<file path="src/core/swc_defs.svh">
// Constants for the stop-mode clock and wake controller
// Functional notes
// - Stop refused while CPU runs on subclock
// - Stop halts CPU, stops main clock
// - Key or watch interrupt cancels stop
// - Wake services interrupt, then resumes execution
// - Watch timer interrupt every half second
// - Stopped watch timer gives no interrupt
// - Pin-select zero stops subclock crystal
// - Low-speed halt bit stops low-speed oscillator
// - Both stopped means no clock in stop
// - Falling edge on enabled key raises interrupt
// - Interval counter flags every 1953 microseconds
`ifndef SWC_DEFS_SVH
`define SWC_DEFS_SVH

// ----------------------------------------------------------------
// Register offsets (byte addresses, one word each)
// ----------------------------------------------------------------
`define SWC_OFS_OSC_PIN   8'h00
`define SWC_OFS_INT_OSC   8'h04
`define SWC_OFS_CLK_CTRL  8'h08
`define SWC_OFS_KEY_EN    8'h0C
`define SWC_OFS_STATUS    8'h10

// ----------------------------------------------------------------
// Field positions
// ----------------------------------------------------------------
`define SWC_BIT_PIN_SEL    0
`define SWC_BIT_LS_HALT    0
`define SWC_BIT_WT_EN      0
`define SWC_BIT_CPU_SUB    1
`define SWC_ST_STOPPED     0
`define SWC_ST_CPU_HOLD    1
`define SWC_ST_IVL_FLAG    2
`define SWC_ST_REFUSED     3
`define SWC_ST_KR_PEND     4
`define SWC_ST_WT_PEND     5
`define SWC_ST_SUB_RUN     6
`define SWC_ST_LS_RUN      7

// ----------------------------------------------------------------
// Reset values
// ----------------------------------------------------------------
`define SWC_RST_PIN_SEL  1'b1
`define SWC_RST_LS_HALT  1'b0
`define SWC_RST_WT_EN    1'b1
`define SWC_RST_CPU_SUB  1'b0
`define SWC_RST_KEY_EN   8'h1F

// ----------------------------------------------------------------
// Timing
// ----------------------------------------------------------------
`define SWC_CLK_HZ        40000000
`define SWC_SUB_HZ        32768
`define SWC_SUB_DIV       (`SWC_CLK_HZ / `SWC_SUB_HZ)
`define SWC_WT_HALF_US    500000
`define SWC_WT_HALF_TICKS (64'd`SWC_WT_HALF_US * 64'd`SWC_SUB_HZ / 64'd1000000)
`define SWC_IVL_US        1953
`define SWC_IVL_TICKS     ((64'd`SWC_IVL_US * 64'd`SWC_SUB_HZ + 64'd999999) / 64'd1000000)
`define SWC_STAB_US       8200
`define SWC_STAB_CYC      (64'd`SWC_STAB_US * 64'd`SWC_CLK_HZ / 64'd1000000)
`define SWC_KEY_W         8

`endif

</file>
<file path="src/core/swc_pkg.sv">
// Types shared by the stop-mode clock and wake controller
package swc_pkg;

    // Power state of the CPU clock domain
    typedef enum logic [1:0]
    {
        SWC_RUN,
        SWC_STOP,
        SWC_STAB
    } swc_state_e;

    // Register port request from software
    typedef struct packed
    {
        logic [7:0]  addr;
        logic [31:0] wdata;
        logic        wr;
        logic        rd;
    } swc_req_s;

endpackage : swc_pkg

</file>
<file path="src/core/swc_key_edge.sv">
// Falling-edge detector for the key-return inputs
`timescale 1ns/1ps
`include "swc_defs.svh"
module swc_key_edge (
    input  wire logic                  clk,
    input  wire logic                  rst_b,
    input  wire logic [`SWC_KEY_W-1:0] key_n,
    input  wire logic [`SWC_KEY_W-1:0] key_en,
    output logic                       fall
);
    logic [`SWC_KEY_W-1:0] prev_q;   // Key levels one cycle ago
    logic [`SWC_KEY_W-1:0] prev_d;
    logic                  fall_d;

    // ------------------------------------------------------------
    // Edge compare; keys idle high, a press pulls a pin low
    // ------------------------------------------------------------
    always_comb
    begin
        prev_d = key_n;
        fall_d = |(prev_q & ~key_n & key_en);
    end

    // ------------------------------------------------------------
    // Registers; reset to idle high, so a key held low through reset gives an edge
    // ------------------------------------------------------------
    always_ff @(posedge clk or negedge rst_b)
    begin
        if (!rst_b)
        begin
            prev_q <= {`SWC_KEY_W{1'b1}};
            fall   <= 1'b0;
        end
        else
        begin
            prev_q <= prev_d;
            fall   <= fall_d;
        end
    end
endmodule : swc_key_edge

</file>
<file path="src/core/swc_tick_div.sv">
// Enabled modulo counter giving a one-cycle tick every DIV enables
`timescale 1ns/1ps
module swc_tick_div #(
    parameter int unsigned DIV = 2
) (
    input  wire logic clk,
    input  wire logic rst_b,
    input  wire logic en,
    input  wire logic clr,
    output logic      tick
);
    localparam int unsigned W = (DIV > 1) ? $clog2(DIV) : 1;

    logic [W-1:0] cnt_q;    // Current count
    logic [W-1:0] cnt_d;    // Next count
    logic         tick_d;   // Wrap in this cycle

    // ------------------------------------------------------------
    // Next count
    // ------------------------------------------------------------
    always_comb
    begin
        cnt_d  = cnt_q;
        tick_d = 1'b0;
        if (clr)
        begin
            cnt_d = '0;   // Restart keeps the first period whole
        end
        else if (en)
        begin
            if (cnt_q == W'(DIV - 1))
            begin
                cnt_d  = '0;
                tick_d = 1'b1;
            end
            else
            begin
                cnt_d = cnt_q + 1'b1;
            end
        end
    end

    // ------------------------------------------------------------
    // Registers
    // ------------------------------------------------------------
    always_ff @(posedge clk or negedge rst_b)
    begin
        if (!rst_b)
        begin
            cnt_q <= '0;
            tick  <= 1'b0;
        end
        else
        begin
            cnt_q <= cnt_d;
            tick  <= tick_d;
        end
    end
endmodule : swc_tick_div

</file>
<file path="src/core/swc_top.sv">
// Stop-mode entry, clock gating and wake control
`timescale 1ns/1ps
`include "swc_defs.svh"
module swc_top #(
    parameter int unsigned STAB_CYC = int'(`SWC_STAB_CYC)
) (
    input  wire logic                  clk,
    input  wire logic                  rst_b,
    input  swc_pkg::swc_req_s          req,
    output logic [31:0]                rdata,
    input  wire logic                  stop_req,
    input  wire logic                  kr_ack,
    input  wire logic                  wt_ack,
    input  wire logic [`SWC_KEY_W-1:0] key_n,
    input  wire logic                  sub_xtal_in,
    output logic                       sub_xtal_out,
    output logic                       sub_xtal_out_oe,
    output logic                       cpu_run,
    output logic                       main_clk_run,
    output logic                       sub_osc_run,
    output logic                       ls_osc_run,
    output logic                       key_return_irq,
    output logic                       watch_tick_irq
);
    import swc_pkg::*;

    // ------------------------------------------------------------
    // Declarations
    // ------------------------------------------------------------
    localparam int unsigned SUB_DIV  = int'(`SWC_SUB_DIV);
    localparam int unsigned HALF_DIV = int'(`SWC_WT_HALF_TICKS);
    localparam int unsigned IVL_DIV  = int'(`SWC_IVL_TICKS);

    swc_state_e            st_q, st_d;             // Power state
    logic [31:0]           stab_q, stab_d;         // Stabilisation count
    logic                  pin_sel_q, pin_sel_d;   // Crystal pins in osc mode
    logic                  ls_halt_q, ls_halt_d;   // Low-speed osc halted
    logic                  wt_en_q, wt_en_d;       // Watch timer enabled
    logic                  cpu_sub_q, cpu_sub_d;   // CPU clocked by subclock
    logic [`SWC_KEY_W-1:0] key_en_q, key_en_d;     // Key-return enables
    logic                  ivl_q, ivl_d;           // Interval flag
    logic                  refused_q, refused_d;   // Last stop refused
    logic                  kr_q, kr_d;             // Key-return pending
    logic                  wt_q, wt_d;             // Watch tick pending
    logic [31:0]           rdata_d;                // Read data next
    logic                  sub_tick;               // Subclock edge enable
    logic                  half_tick;              // Half-second tick
    logic                  ivl_tick;               // Interval overflow
    logic                  key_fall;               // Key press edge
    logic                  wt_run;                 // Watch timer counting
    logic                  wake;                   // Stop-cancel event
    logic [31:0]           status;                 // Status word

    // Writes decoded per register
    logic wr_pin, wr_ls, wr_ctl, wr_key, wr_st;

    assign wr_pin = req.wr && (req.addr == `SWC_OFS_OSC_PIN);
    assign wr_ls  = req.wr && (req.addr == `SWC_OFS_INT_OSC);
    assign wr_ctl = req.wr && (req.addr == `SWC_OFS_CLK_CTRL);
    assign wr_key = req.wr && (req.addr == `SWC_OFS_KEY_EN);
    assign wr_st  = req.wr && (req.addr == `SWC_OFS_STATUS);

    // ------------------------------------------------------------
    // Oscillators and pins
    // ------------------------------------------------------------
    // The crystal amplifier only drives while the pins are in
    // oscillator mode; in port mode the crystal loses its loop gain.
    assign sub_osc_run     = pin_sel_q;
    assign sub_xtal_out_oe = pin_sel_q;
    assign sub_xtal_out    = pin_sel_q & ~sub_xtal_in;
    assign ls_osc_run      = ~ls_halt_q;
    // In stop the main clock is off; with both slow oscillators
    // also off nothing toggles at all.
    assign main_clk_run    = (st_q != SWC_STOP);
    assign cpu_run         = (st_q == SWC_RUN);
    assign wt_run          = wt_en_q & sub_osc_run;

    // Subclock edge enable, present only while the crystal runs
    swc_tick_div #(
        .DIV (SUB_DIV)
    ) u_sub_div (
        .clk   (clk),
        .rst_b (rst_b),
        .en    (sub_osc_run),
        .clr   (~sub_osc_run),
        .tick  (sub_tick)
    );

    // Watch timer: half-second period on subclock edges
    swc_tick_div #(
        .DIV (HALF_DIV)
    ) u_half_div (
        .clk   (clk),
        .rst_b (rst_b),
        .en    (wt_run & sub_tick),
        .clr   (~wt_run),
        .tick  (half_tick)
    );

    // Interval counter: overflow every 1953 us of subclock
    swc_tick_div #(
        .DIV (IVL_DIV)
    ) u_ivl_div (
        .clk   (clk),
        .rst_b (rst_b),
        .en    (sub_osc_run & sub_tick),
        .clr   (~sub_osc_run),
        .tick  (ivl_tick)
    );

    // Key-return falling edges; works in stop as well
    swc_key_edge u_key (
        .clk    (clk),
        .rst_b  (rst_b),
        .key_n  (key_n),
        .key_en (key_en_q),
        .fall   (key_fall)
    );

    assign wake = key_fall | half_tick;

    // ------------------------------------------------------------
    // Power state machine
    // ------------------------------------------------------------
    always_comb
    begin
        st_d      = st_q;
        stab_d    = stab_q;
        refused_d = refused_q;
        case (st_q)
            SWC_RUN:
            begin
                if (stop_req)
                begin
                    if (cpu_sub_q)
                    begin
                        refused_d = 1'b1;
                    end
                    else
                    begin
                        refused_d = 1'b0;
                        st_d      = SWC_STOP;
                    end
                end
            end
            SWC_STOP:
            begin
                if (wake)
                begin
                    st_d   = SWC_STAB;
                    stab_d = '0;
                end
            end
            SWC_STAB:
            begin
                // CPU stays held while the oscillator settles
                if (stab_q >= STAB_CYC - 1)
                begin
                    st_d = SWC_RUN;
                end
                else
                begin
                    stab_d = stab_q + 32'h1;
                end
            end
            default:
            begin
                st_d = SWC_RUN;
            end
        endcase
    end

    always_ff @(posedge clk or negedge rst_b)
    begin
        if (!rst_b)
        begin
            st_q      <= SWC_RUN;
            stab_q    <= 32'h0;
            refused_q <= 1'b0;
        end
        else
        begin
            st_q      <= st_d;
            stab_q    <= stab_d;
            refused_q <= refused_d;
        end
    end

    // ------------------------------------------------------------
    // Interrupt pending flags and interval flag
    // ------------------------------------------------------------
    // Pending flags stay up through the stabilisation wait, so the
    // CPU takes the waking interrupt first when it resumes. A new
    // event in the clearing cycle wins over the clear.
    always_comb
    begin
        kr_d  = key_fall | (kr_q & ~kr_ack);
        wt_d  = half_tick | (wt_q & ~wt_ack);
        ivl_d = ivl_tick | (ivl_q & ~(wr_st & req.wdata[`SWC_ST_IVL_FLAG]));
    end

    assign key_return_irq = kr_q;
    assign watch_tick_irq = wt_q;

    always_ff @(posedge clk or negedge rst_b)
    begin
        if (!rst_b)
        begin
            kr_q  <= 1'b0;
            wt_q  <= 1'b0;
            ivl_q <= 1'b0;
        end
        else
        begin
            kr_q  <= kr_d;
            wt_q  <= wt_d;
            ivl_q <= ivl_d;
        end
    end

    // ------------------------------------------------------------
    // Control registers
    // ------------------------------------------------------------
    always_comb
    begin
        pin_sel_d = pin_sel_q;
        ls_halt_d = ls_halt_q;
        wt_en_d   = wt_en_q;
        cpu_sub_d = cpu_sub_q;
        key_en_d  = key_en_q;
        if (wr_pin)
        begin
            pin_sel_d = req.wdata[`SWC_BIT_PIN_SEL];
        end
        if (wr_ls)
        begin
            ls_halt_d = req.wdata[`SWC_BIT_LS_HALT];
        end
        if (wr_ctl)
        begin
            wt_en_d   = req.wdata[`SWC_BIT_WT_EN];
            cpu_sub_d = req.wdata[`SWC_BIT_CPU_SUB];
        end
        if (wr_key)
        begin
            key_en_d = req.wdata[`SWC_KEY_W-1:0];
        end
    end

    always_ff @(posedge clk or negedge rst_b)
    begin
        if (!rst_b)
        begin
            pin_sel_q <= `SWC_RST_PIN_SEL;
            ls_halt_q <= `SWC_RST_LS_HALT;
            wt_en_q   <= `SWC_RST_WT_EN;
            cpu_sub_q <= `SWC_RST_CPU_SUB;
            key_en_q  <= `SWC_RST_KEY_EN;
        end
        else
        begin
            pin_sel_q <= pin_sel_d;
            ls_halt_q <= ls_halt_d;
            wt_en_q   <= wt_en_d;
            cpu_sub_q <= cpu_sub_d;
            key_en_q  <= key_en_d;
        end
    end

    // ------------------------------------------------------------
    // Read path: data stand one cycle after the strobe only
    // ------------------------------------------------------------
    always_comb
    begin
        status                     = 32'h0;
        status[`SWC_ST_STOPPED]    = (st_q == SWC_STOP);
        status[`SWC_ST_CPU_HOLD]   = (st_q != SWC_RUN);
        status[`SWC_ST_IVL_FLAG]   = ivl_q;
        status[`SWC_ST_REFUSED]    = refused_q;
        status[`SWC_ST_KR_PEND]    = kr_q;
        status[`SWC_ST_WT_PEND]    = wt_q;
        status[`SWC_ST_SUB_RUN]    = sub_osc_run;
        status[`SWC_ST_LS_RUN]     = ls_osc_run;
        rdata_d = 32'h0;
        if (req.rd)
        begin
            case (req.addr)
                `SWC_OFS_OSC_PIN:  rdata_d = {31'h0, pin_sel_q};
                `SWC_OFS_INT_OSC:  rdata_d = {31'h0, ls_halt_q};
                `SWC_OFS_CLK_CTRL: rdata_d = {30'h0, cpu_sub_q, wt_en_q};
                `SWC_OFS_KEY_EN:   rdata_d = {24'h0, key_en_q};
                `SWC_OFS_STATUS:   rdata_d = status;
                default:           rdata_d = 32'h0;   // Unmapped reads zero
            endcase
        end
    end

    always_ff @(posedge clk or negedge rst_b)
    begin
        if (!rst_b)
        begin
            rdata <= 32'h0;
        end
        else
        begin
            rdata <= rdata_d;
        end
    end
endmodule : swc_top
</file>
<file path="config.mk">
export PLATFORM = sky130hd
export DESIGN_NAME = swc_top
export DESIGN_NICKNAME = d
export VERILOG_FILES = /design/src/core/swc_pkg.sv /design/src/core/swc_key_edge.sv /design/src/core/swc_tick_div.sv /design/src/core/swc_top.sv
export VERILOG_INCLUDE_DIRS = /design/src /design/src/core
export SDC_FILE = /design/constraint.sdc
export NUM_CORES = 1
export LEC_CHECK = 0
export BUFFER_PORTS_ARGS = -buffer_cell sky130_fd_sc_hd__buf_2
export CORE_UTILIZATION = 45
export DETAILED_ROUTE_END_ITERATION = 10
export PLACE_DENSITY = 0.67
export SYNTH_ARGS = -nofsm -noshare
export SYNTH_HDL_FRONTEND = slang
export SYNTH_HIERARCHICAL = 1
export SYNTH_SLANG_ARGS = --single-unit
</file>
<file path="constraint.sdc">
create_clock -name clk -period 3.7 [get_ports clk]
set_input_delay 0.74 -clock clk [delete_from_list [all_inputs] [get_ports clk]]
set_output_delay 0.74 -clock clk [all_outputs]
set_load 0.05 [all_outputs]
</file>
==> metrics.log <==
[metrics] Die Wd: 109 um
[metrics] number of buffers added by the clock tree synthesis step: 9
[metrics] adder-cell area share of the yosys netlist: 0.00973
[metrics] sequential fraction of design power: 0.505
[metrics] Remaining Overflow, GRT: 0
[metrics] hold-fix buffer count after cts: 0
[metrics] worst endpoint required time: 3.95 ns
[metrics] WL final: 10500 um
[metrics] Max stage delay on crit path: 0.67 ns
[metrics] Rel. slew slack: 0.421
[metrics] fraction of the mapped netlist area in compound gates: 0.133
[metrics] final hold viol count: 0
[metrics] utilization after layout: 0.518
[metrics] Hold Worst Slack: 0.437 ns
[metrics] relative contribution of combinational cells to total power: 0.123
[metrics] DR vias: 3893
[metrics] cells resized by post-CTS repair: 0
[metrics] combinational family with the most area after synthesis: simple AND/OR/NAND/NOR gates
[metrics] number of DRC violations after detailed-routing iteration 0: 192
[metrics] count of buffer and inverter cells on the critical path: 2
[metrics] Critical Path Start Type: flip-flop
[metrics] main flop type after synthesis: dfrtp_1
[metrics] Hold WC Path Type: in -> async
[metrics] total negative setup slack: 0 ns
[metrics] DRC errors left: 0
[metrics] post-synthesis async set-or-reset flop share: 1.00
[metrics] TritonCTS sink count: 101
[metrics] largest area contributor in the netlist: dfrtp_1
[metrics] Post-Synthesis Cell Area: 5140 sq um
[metrics] mean number of vias per cell: 5.59
[metrics] leakage: 2.51 nW
[metrics] placeable core region: 11000 sq um
[metrics] die footprint: 11900 sq um
[metrics] CTS Root Cell: clkbuf_16
[metrics] start of the worst register-to-register path: stab_q[0]
[metrics] average detailed-routed wire length per instance: 15.2 um
[metrics] die height: 109 um
[metrics] top cells by instance count after synthesis: 86 x dfrtp_1, 44 x nor2_1, 38 x nand2_1
[metrics] Worst-path clk slew: 0.06 ns
[metrics] max_cap viols: 0
[metrics] count of cell types in the netlist: 66
[metrics] total number of nets in the final design: 611
[metrics] Synth Area in XOR/XNOR: 0.0239
[metrics] vias in the first global route: 3694
[metrics] P&R area growth vs syn: 10.7%
[metrics] number of antenna repair diodes: 0
[metrics] post-synthesis area per instance: 10.2 sq um
[metrics] status: completed
[metrics] initial antenna violation count: 0
[metrics] reg2reg setup slack: 1.04 ns
[metrics] CTS tree: built
[metrics] largest net degree at the start of global routing: 53
[metrics] Period Utilization, post-route: 0.719
[metrics] number of H-tree levels: 3
[metrics] most numerous cell in the Yosys netlist: dfrtp_1
[metrics] final slew viol count: 0
[metrics] Finish-stage setup viols: 0
[metrics] Max Fanout on Critical Path: 11
[metrics] post-detailed-route count of antenna-violating nets: 0
[metrics] clock network latency to the later pin of the worst-skew pair: 0.34 ns
[metrics] final worst path period need: 2.66 ns
[metrics] sequential area share after synthesis: 0.495
[metrics] unrepaired setup endpoints after global routing: no
[metrics] net switching power: 0.000644 W
[metrics] post-synthesis sequential element count: 101
[metrics] Ports: 96
[metrics] # Post-CTS Setup Buffers: 0
[metrics] count of buffers inserted at the top-level ports: 47
[metrics] initial core utilization: 0.468
[metrics] largest vdd supply drop: 291 uV
[metrics] Critical Path End Type: flip-flop
[metrics] CP max stage cell: a21boi_1
[metrics] maximum achievable frequency: 376 MHz
[metrics] portion of total power attributed to the clock network: 0.373
[metrics] RD Place Congestion: 0.837
[metrics] slew at the pin closest to its max-slew limit: 0.867 ns
[metrics] Sw Share: 0.276
[metrics] synthesized-area fraction occupied by and/or/nand/nor cells: 0.236
[metrics] number of iterations in the first detailed-routing pass: 4
[metrics] multiplexer area fraction after synthesis: 0.0421
[metrics] family with the most delay on the worst path: compound AO/OA/AOI/OAI gates
[metrics] Internal: 0.00169 W
[metrics] Yosys warning count: 6
[metrics] wire length of the first global-routing pass: 17800 um
[metrics] critical path cell sequence: ha_1 > and4_1 > and3_1 > o21ai_0 > buf_4 > a21boi_1 > inv_2 > o211ai_1
[metrics] Max Root-Sink Buffers: 2
[metrics] share of final-layout standard cells stronger than drive strength 1: 0.200
[metrics] number of synthesized flops with an enable pin: 0
[metrics] critical path startpoint: stab_q[0]
[metrics] top cells by area, synth: dfrtp_1 42%, dfstp_2 7.7%, buf_4 3.7%
[metrics] Std-Cell Rows: 38
[metrics] synthesized instance count: 504
[metrics] dpl hpwl: 7360 um
[metrics] cell area power density: 410 nW/um^2
[metrics] critical setup path kind: reg -> reg
[metrics] data arrival at the endpoint of the critical path: 2.91 ns
[metrics] Post-Route Skew: 0.00723 ns
[metrics] share of the synthesized area in the top cell type: 0.419
[metrics] total track usage: 0.193
==> final timing paths <==
kind | to | cells after the start
max | stab_q[17] | 8
min | u_half_div/cnt_q[12] | 1
max reg2reg | stab_q[17] | 8
min reg2reg | ivl_q | 1
max in group asynchronous | u_half_div/cnt_q[2] | 2
min in group clk | ivl_q | 1
==> power by group through the flow <==
stage                     clock network, W  registers, W  logic, W
after floorplan                          0       0.00119  0.000211
after global placement                   0       0.00119  0.000286
after detailed placement                 0       0.00120  0.000289
after CTS                         0.000900       0.00118  0.000290
after global routing              0.000942       0.00118  0.000314
final                             0.000869       0.00118  0.000286
==> cells by family after synthesis <==
kind of cell             count (synthesis)
AND/OR/NAND/NOR                        216
flip-flops                             101
XOR/XNOR                                14
adder cells (fa/ha/maj)                  4
multiplexers                            17
buffers and inverters                   52
AO/OA/AOI/OAI                           99
other                                    1
==> cell type report <==
type	count	area (sq um)
Timing Repair Buffer	52	275
Clock buffer	13	250
Clock inverter	3	21.3
Multi-Input combinational cell	374	2380
Fill cell	1012	5290
Sequential cell	101	2550
Inverter	13	48.8
Tap cell	140	175
==> sequential cells by signal, summed over array words and instances, names as in the netlist, 2 cells and up <==
name              cells
key_en_q              8
rdata                 8
st_q                  2
stab_q               32
u_half_div/cnt_q     14
u_ivl_div/cnt_q       6
u_key/prev_q          8
u_sub_div/cnt_q      11
==> per-layer routing <==
| layer | vias up | wire (um) | track usage |
|---|---|---|---|
| li1 | 1891 | - | - |
| met1 | 1902 | 4850 | 0.261 |
| met2 | 89 | 5080 | 0.303 |
| met3 | 11 | 492 | 0.0556 |
| met4 | 0 | 127 | 0.0492 |
| met5 | - | 0 | 0 |
==> layout by cell type (no fill, tap or decap), types with 6 or more instances in the layout <==
cell        n
buf_4       6
inv_1      12
buf_2      46
clkbuf_16   9
nand3_1    24
nand4_1    14
a22oi_1     8
xnor2_1     6
dfrtp_1    86
a21o_1      9
nor4_1     10
mux2_4      8
a21oi_1    13
o211ai_1    7
nor2_1     44
a31oi_1     7
nand2b_1   10
dfstp_2    15
xor2_1      8
and3_1     10
nor3_1      9
conb_1     24
nand2_1    38
or3_1      11
o21ai_0    17
and2_1     16
==> stage by stage <==
stage	area, sq um	instances	setup WS, ns	power, W
2_1_floorplan	5230	527	1.33	0.00141
3_3_place_gp	5420	680	0.972	0.00148
3_5_place_dp	5420	680	0.946	0.00149
4_1_cts	5690	696	0.966	0.00237
5_1_grt	5690	696	0.795	0.00244
6_report	5690	696	1.04	0.00233
(Power assumes the default switching activity.)
